===== config.mk =====
export PLATFORM = sky130hd
export DESIGN_NAME = asq_sram_host
export DESIGN_NICKNAME = d
export VERILOG_FILES = /design/src/include/asq_pkg.sv /design/src/core/asq_wait_timer.sv /design/src/core/asq_sram_host.sv
export SDC_FILE = /design/constraint.sdc
export NUM_CORES = 1
export LEC_CHECK = 0
export BUFFER_PORTS_ARGS = -buffer_cell sky130_fd_sc_hd__clkbuf_2
export CORE_ASPECT_RATIO = 1.1
export CORE_MARGIN = 2
export CORE_UTILIZATION = 46
export CTS_CLUSTER_SIZE = 10
export DETAILED_ROUTE_END_ITERATION = 6
export PLACE_DENSITY_LB_ADDON = 0.12
export RECOVER_POWER = 25
export REMOVE_ABC_BUFFERS = 1
export SLEW_MARGIN = 10
export SYNTH_ARGS = -nofsm -noshare
export SYNTH_HDL_FRONTEND = slang
export SYNTH_SLANG_ARGS = --single-unit

===== constraint.sdc =====
create_clock -name ref_clk -period 3.6 [get_ports ref_clk]
set_input_delay 0 -clock ref_clk [delete_from_list [all_inputs] [get_ports ref_clk]]
set_output_delay 0 -clock ref_clk [all_outputs]
set_load 0.005 [all_outputs]

===== src/include/asq_pkg.sv =====
// constants and types for the quad-die sram host controller
package asq_pkg;
    localparam int ADDR_W    = 21;
    localparam int WORD_A_W  = 19;
    localparam int DIE_CNT   = 4;
    localparam int LANE_CNT  = 4;
    localparam int DATA_W    = 32;
    localparam int CLK_PERIOD_NS = 10;
    // read timing, worst case of the two i/o supplies
    localparam int ADDRESS_ACCESS_TIME_NS  = 22;
    localparam int READ_CYCLE_MIN_NS       = 22;
    localparam int SELECT_OFF_FLOAT_DELAY_NS = 5;
    localparam int ENABLE_OFF_FLOAT_DELAY_NS = 6;
    // write timing
    localparam int WRITE_PULSE_MIN_NS      = 7;
    localparam int WRITE_CYCLE_MIN_NS      = 15;
    localparam int WRITE_RECOVERY_NS       = 5;
    localparam int DATA_SETUP_NS           = 6;
    localparam int ADDR_TO_END_NS          = 12;
    // least times round up, at least one cycle
    function automatic int min_cycles(input int ns);
        int c;
        c = (ns + CLK_PERIOD_NS - 1) / CLK_PERIOD_NS;
        return (c < 1) ? 1 : c;
    endfunction
    localparam int ACCESS_CYC = min_cycles(ADDRESS_ACCESS_TIME_NS) + 1;
    localparam int FLOAT_CYC  = min_cycles(ENABLE_OFF_FLOAT_DELAY_NS);
    localparam int PULSE_CYC  = min_cycles(ADDR_TO_END_NS);
    localparam int RECOV_CYC  = min_cycles(WRITE_RECOVERY_NS);
    localparam int RDCYC_CYC  = min_cycles(READ_CYCLE_MIN_NS);
    localparam int WRCYC_CYC  = min_cycles(WRITE_CYCLE_MIN_NS);
    localparam int CNT_W      = 4;
    localparam logic [3:0] DIE_NONE = 4'hF;
    typedef enum logic [5:0] {
        ASQ_IDLE  = 6'h01,
        ASQ_RACC  = 6'h02,
        ASQ_WSET  = 6'h04,
        ASQ_WPUL  = 6'h08,
        ASQ_FLOAT = 6'h10,
        ASQ_RECOV = 6'h20
    } asq_state_type;
endpackage


===== src/core/asq_wait_timer.sv =====
// down counter used for every timed phase of the controller
`timescale 1ns/1ns
module asq_wait_timer #(
    parameter int CW = 4
) (
    input  wire logic          ref_clk,
    input  wire logic          rst,
    input  wire logic          load,
    input  wire logic [CW-1:0] load_val,
    output logic               done
);
    logic [CW-1:0] cnt_q;
    logic [CW-1:0] cnt_d;
    assign cnt_d = load ? load_val
                 : (cnt_q != '0) ? cnt_q - 1'b1 : cnt_q;
    // no load term: callers load on done, which would close a loop
    assign done = (cnt_q == '0);
    always_ff @(posedge ref_clk or posedge rst)
    begin
        if (rst)
            cnt_q <= '0;
        else
            cnt_q <= cnt_d;
    end
endmodule


===== src/core/asq_sram_host.sv =====
// host controller driving a clockless quad-die 2m x 32 static ram
`timescale 1ns/1ns
module asq_sram_host #(
    parameter int ADDR_W = asq_pkg::ADDR_W,
    parameter int DATA_W = asq_pkg::DATA_W
) (
    input  wire logic                ref_clk,
    input  wire logic                rst,
    // user side
    input  wire logic                req_valid,
    input  wire logic                req_write,
    input  wire logic [ADDR_W-1:0]   req_addr,
    input  wire logic [DATA_W-1:0]   req_wdata,
    input  wire logic [3:0]          req_lanes,
    output logic                     req_ready,
    output logic                     rsp_valid,
    output logic [DATA_W-1:0]        rsp_rdata,
    // memory pins
    output logic [18:0]              mem_addr,
    output logic [3:0]               die_select_n,
    output logic [3:0]               byte_lane_enable_n,
    output logic                     chip_enable,
    output logic                     write_strobe_n,
    output logic                     output_drive_enable_n,
    input  wire logic [DATA_W-1:0]   mem_dq_in,
    output logic [DATA_W-1:0]        mem_dq_out,
    output logic [DATA_W-1:0]        mem_dq_oe
);
    asq_pkg::asq_state_type state_q;
    asq_pkg::asq_state_type state_d;
    logic [18:0]        addr_q;
    logic [3:0]         sel_n_q;
    logic [3:0]         lane_n_q;
    logic               ce_q;
    logic               we_n_q;
    logic               oe_n_q;
    logic [DATA_W-1:0]  dout_q;
    logic [DATA_W-1:0]  doe_q;
    logic               ready_q;
    logic               rvalid_q;
    logic [DATA_W-1:0]  rdata_q;
    logic               tmr_load;
    logic [asq_pkg::CNT_W-1:0] tmr_val;
    logic               tmr_done;
    logic               take;
    logic [3:0]         die_sel_n;
    logic [DATA_W-1:0]  lane_mask;

    // one-hot low select from the top address bits
    function automatic logic [3:0] die_decode(input logic [1:0] d);
        die_decode = ~(4'h1 << d);
    endfunction

    assign take      = ready_q && req_valid && state_q == asq_pkg::ASQ_IDLE;
    assign die_sel_n = die_decode(req_addr[ADDR_W-1 -: 2]);
    assign lane_mask = {{8{~lane_n_q[3]}}, {8{~lane_n_q[2]}},
                        {8{~lane_n_q[1]}}, {8{~lane_n_q[0]}}};

    always_comb
    begin
        state_d  = state_q;
        tmr_load = 1'b0;
        tmr_val  = '0;
        case (state_q)
            asq_pkg::ASQ_IDLE:
                if (take && req_write)
                begin
                    state_d  = asq_pkg::ASQ_WSET;
                    tmr_load = 1'b1;
                    tmr_val  = asq_pkg::CNT_W'(asq_pkg::FLOAT_CYC);
                end
                else if (take)
                begin
                    state_d  = asq_pkg::ASQ_RACC;
                    tmr_load = 1'b1;
                    // extra cycle covers access time plus pin sampling
                    tmr_val  = asq_pkg::CNT_W'(asq_pkg::ACCESS_CYC);
                end
            asq_pkg::ASQ_RACC:
                if (tmr_done)
                begin
                    state_d  = asq_pkg::ASQ_FLOAT;
                    tmr_load = 1'b1;
                    tmr_val  = asq_pkg::CNT_W'(asq_pkg::FLOAT_CYC);
                end
            asq_pkg::ASQ_WSET:
                if (tmr_done)
                begin
                    state_d  = asq_pkg::ASQ_WPUL;
                    tmr_load = 1'b1;
                    tmr_val  = asq_pkg::CNT_W'(asq_pkg::PULSE_CYC);
                end
            asq_pkg::ASQ_WPUL:
                if (tmr_done)
                begin
                    state_d  = asq_pkg::ASQ_RECOV;
                    tmr_load = 1'b1;
                    tmr_val  = asq_pkg::CNT_W'(asq_pkg::RECOV_CYC);
                end
            asq_pkg::ASQ_FLOAT:
                if (tmr_done)
                    state_d = asq_pkg::ASQ_IDLE;
            asq_pkg::ASQ_RECOV:
                if (tmr_done)
                    state_d = asq_pkg::ASQ_IDLE;
            default:
                state_d = asq_pkg::ASQ_IDLE;
        endcase
    end

    asq_wait_timer #(
        .CW (asq_pkg::CNT_W)
    ) u_timer (
        .ref_clk  (ref_clk),
        .rst      (rst),
        .load     (tmr_load),
        .load_val (tmr_val),
        .done     (tmr_done)
    );

    always_ff @(posedge ref_clk or posedge rst)
    begin
        if (rst)
            state_q <= asq_pkg::ASQ_IDLE;
        else
            state_q <= state_d;
    end

    // address and select latched once per access, steady across it
    always_ff @(posedge ref_clk or posedge rst)
    begin
        if (rst)
        begin
            addr_q   <= '0;
            sel_n_q  <= asq_pkg::DIE_NONE;
            lane_n_q <= 4'hF;
            ce_q     <= 1'b0;
        end
        else if (take)
        begin
            addr_q   <= req_addr[18:0];
            sel_n_q  <= die_sel_n;
            lane_n_q <= ~req_lanes;
            ce_q     <= 1'b1;
        end
        else if (state_d == asq_pkg::ASQ_IDLE ||
                 state_d == asq_pkg::ASQ_FLOAT ||
                 state_d == asq_pkg::ASQ_RECOV)
        begin
            // deselect between accesses: select controlled, also ends read
            sel_n_q  <= asq_pkg::DIE_NONE;
            lane_n_q <= 4'hF;
            ce_q     <= 1'b0;
        end
    end

    // strobe low only inside the select-low window
    always_ff @(posedge ref_clk or posedge rst)
    begin
        if (rst)
            we_n_q <= 1'b1;
        else
            we_n_q <= ~(state_d == asq_pkg::ASQ_WPUL);
    end

    // output drive only during the read access phase
    always_ff @(posedge ref_clk or posedge rst)
    begin
        if (rst)
            oe_n_q <= 1'b1;
        else
            oe_n_q <= ~(state_d == asq_pkg::ASQ_RACC);
    end

    // write data driven after float wait, held until recovery ends
    always_ff @(posedge ref_clk or posedge rst)
    begin
        if (rst)
        begin
            dout_q <= '0;
            doe_q  <= '0;
        end
        else
        begin
            if (take && req_write)
                dout_q <= req_wdata;
            if (state_d == asq_pkg::ASQ_WPUL ||
                state_d == asq_pkg::ASQ_RECOV)
                doe_q <= {DATA_W{1'b1}};
            else
                doe_q <= '0;
        end
    end

    always_ff @(posedge ref_clk or posedge rst)
    begin
        if (rst)
        begin
            ready_q  <= 1'b0;
            rvalid_q <= 1'b0;
            rdata_q  <= '0;
        end
        else
        begin
            // ready drops on take, so accesses never overlap
            ready_q  <= (state_d == asq_pkg::ASQ_IDLE) && !take;
            rvalid_q <= state_q == asq_pkg::ASQ_RACC && tmr_done;
            if (state_q == asq_pkg::ASQ_RACC && tmr_done)
                rdata_q <= mem_dq_in & lane_mask;
        end
    end

    assign req_ready             = ready_q;
    assign rsp_valid             = rvalid_q;
    assign rsp_rdata             = rdata_q;
    assign mem_addr              = addr_q;
    assign die_select_n          = sel_n_q;
    assign byte_lane_enable_n    = lane_n_q;
    assign chip_enable           = ce_q;
    assign write_strobe_n        = we_n_q;
    assign output_drive_enable_n = oe_n_q;
    assign mem_dq_out            = dout_q;
    assign mem_dq_oe             = doe_q;
endmodule


==> reports/qor.txt <==
status = complete, but fails checks
failing checks = capacitance limit, slew limit
die area = 10,820 um^2
final setup violation count = 0
static leakage = 3.316 nW
Reg power frac = 47.6%
Iter 0 DRT Violations = 137
multi-input logic area = 1543 um^2
Seq cells post-synth = 107
Area Growth Syn to Fin = 44.12%
initial antenna violation count = 0
Clk pin slew, worst setup/hold paths = 0.10 ns
sw frac = 34.47%
Final ANT Viol Nets = 0
crit-path max cell delay = 0.59 ns
RSZ-0062 raised after global routing = false
P_sw = 1.496 mW
setup_tns = 0 ns
gpl congestion = 0.8021
GR Overflow Total = 0
M3 GR Usage = 3.782%
post-synthesis adder-cell area fraction = 0.2720%
Starting Density = 46.96%
crit-path max FO = 12
Primary FF master, synth = dfrtp_1
slowest CP cell = or4_1
Worst EP arrival = 3.40 ns
Synth cell types = 39
Hold Path Class = primary input to flip-flop
period utilization = 85.88%
Clock Root Buffer = clkbuf_8
diode count = 0
Remaining DRCs = 0
worst r2r src = u_timer.cnt_q[0]
largest family of logic cells by synthesized area = simple AND/OR/NAND/NOR gates
die height = 108.9 um
Achievable Freq = 323.4 MHz
first-pass GRT wire length = 18,200 um
wire per inst = 13.91 um
Storage cell area = 2691 um^2
Reg2Reg Capture Point = die_select_n[2]
WHS = 0.3041 ns
worst hold path stage count = 5
cell mode on critical path = or3b_1
Worst setup SP type = flip-flop
Period minus WS final = 3.092 ns
Internal = 2.843 mW
measured slew at the worst slew-check pin = 2.352 ns
fillcell total = 789
HP Start = req_valid
Num CTS Buffers = 9
Reg2Reg Depth = 7
Fin. Hold Viols = 0
EDFF count, synth = 0
VDD IR max = 0.3543 mV
Tot GR Track Use = 21.41%
Syn. warnings = 0
io pins = 221
Core Box Area = 9794 um^2
Worst Path Buf+Inv = 2
CTS Buffer Depth = 2
gr busiest metal = met2
sequential element share of the synthesized area = 58.51%
die width = 99.34 um
Port Buf Inserts = 220
Clk pwr share = 15.5%
Setup crit start = u_timer.cnt_q[0]
mux share of post-synthesis cell area = 7.835%
Mapped Avg Cell Area = 11.11 um^2
H-tree levels = 3
CTS tree = built
Synth Area in Simple Gates = 15.29%
CP Data Required Time = 3.91 ns
post-synthesis compound-gate area fraction = 8.977%
largest net degree at the start of global routing = 66
Sink Count = 107
post-CTS setup buffer count = 0
vias = 3,901
Post-synth ARST share = 100.0%
Total Power = 4.339 mW
DRT Wirelength = 11,340 um
Final Instance Area = 6629 um^2
PwrDens = 654.6 nW/um^2
Critical Path End Type = flip-flop
Hold Path End = u_timer.cnt_q[3]
Post-Synth XOR/XNOR Area = 0.9521%
combinational share of power = 36.8%
flop2flop setup slack = 0.51 ns
met1 Track Usage GR = 26.68%
Rel. slew slack = -57.67%
Crit Path Class = flip-flop to flip-flop
hpwl dp = 7255 um
First-pass DRT Iterations = 4
# nets final = 784
crit-path cells = inv_1 > ha_1 > or3b_1 > or4_1 > or3b_1 > a2bb2oi_2 > dlygate4sd3_1
vias in the first global route = 3,768
layout cell share with drive strength beyond 1 = 36.69%
Top delay family on crit path = simple AND/OR/NAND/NOR gates
Max Slew Vio Count = 56
post-synthesis cell area = 4599 um^2
Syn Inst Count = 414
Via density = 4.787
M2 GR Usage = 36.87%
Setup Skew = 0.01012 ns
placed instance area = 5548 um^2
row cnt = 38
worst skew pair latency = 0.36 ns
max cap viols = 1
## cell usage in the layout, fill, tap and decap left out, types with 10 or more instances in the layout
| cell type | instances |
|---|---|
| clkbuf_2 | 208 |
| dfrtp_1 | 96 |
| nand2_1 | 93 |
| dlygate4sd3_1 | 92 |
| nand2b_1 | 34 |
| o21ai_1 | 33 |
| mux2_1 | 29 |
| clkbuf_1 | 12 |
| dfstp_2 | 11 |
| clkbuf_8 | 10 |
## how the worst max path moves through the flow
stage | endpoint | slack [ns] | cells past startpoint
after floorplan | mem_dq_out[0] | -0.48 | 4
after global placement | rsp_rdata[8] | 1.04 | 7
after detailed placement | rsp_rdata[17] | 0.98 | 7
after CTS | die_select_n[2] | 0.55 | 7
after global routing | die_select_n[2] | 0.35 | 7
final | die_select_n[2] | 0.51 | 7
## cell usage after synthesis, types with 5 or more instances
cell / count / area (um^2)
nand2b_1: 34 / 212.7
mux2_1: 29 / 326.6
o21ai_1: 33 / 165.2
a2bb2oi_2: 5 / 75.07
buf_4: 32 / 240.2
nor2_1: 6 / 22.52
buf_2: 12 / 60.06
dfstp_2: 11 / 289.0
dfrtp_1: 96 / 2402
clkbuf_1: 5 / 18.77
nand2_1: 93 / 349.1
inv_1: 6 / 22.52
## metrics by stage
stage               utilization [%]  worst slack [ns]  instances
floorplan                         -           -0.4815        362
global placement              56.64             1.043        707
global route                  67.68            0.3465        815
CTS                           67.85            0.5472        815
detailed placement            56.64            0.9753        707
finish                        67.68            0.5083        815
## kinds of logic after synthesis
logic type      count (synthesis)
xor+xnor                        5
fa+ha+maj                       1
mux                            32
compound gates                 61
flops                         107
simple gates                  150
buf+inv                        58
## state kept, by name, summed over array words and instances, names as in the netlist
| signal | flops |
|---|---|
| byte_lane_enable_n | 4 |
| chip_enable | 1 |
| die_select_n | 4 |
| mem_addr | 19 |
| mem_dq_oe | 1 |
| mem_dq_out | 32 |
| output_drive_enable_n | 1 |
| req_ready | 1 |
| rsp_rdata | 32 |
| rsp_valid | 1 |
| state_q | 6 |
| u_timer.cnt_q | 4 |
| write_strobe_n | 1 |
## area by class of cell
cell class / instances / share of cell area, %
sequential: 107 / 40.60
tap: 120 / 2.265
multi-input combinational: 249 / 23.27
clock inverter: 5 / 0.5285
timing repair buffer: 317 / 30.84
clock buffer: 11 / 2.133
inverter: 6 / 0.3586
## layer usage
layer	vias up	share of wire [%]
li1	1889	-
met1	1831	41
met2	160	50
met3	21	6.6
met4	0	2.4
met5	-	0
## worst register-to-register path: cells and delay by family (launching register included)
| family | cells | cell delay, ns |
|---|---|---|
| AOI/OAI and AO/OA | 1 | 0.16 |
| adders and majority gates | 1 | 0.22 |
| and+or+nand+nor | 3 | 1.61 |
| buffers and inverters | 2 | 0.65 |
| DFF | 1 | 0.41 |
## what timing repair did
action	CTS	global route
gates resized for setup	0	0
hold endpoints to repair	144	0
hold buffers	92	0
## power groups by stage
stage,Clock [mW],Sequential [mW],Combinational [mW]
floorplan,0,2.09,0.734
global placement,0,2.06,1.50
detailed placement,0,2.09,1.54
CTS,0.705,2.07,1.62
global route,0.753,2.13,1.80
finish,0.675,2.07,1.60
Power figures use the tool's default switching activity.
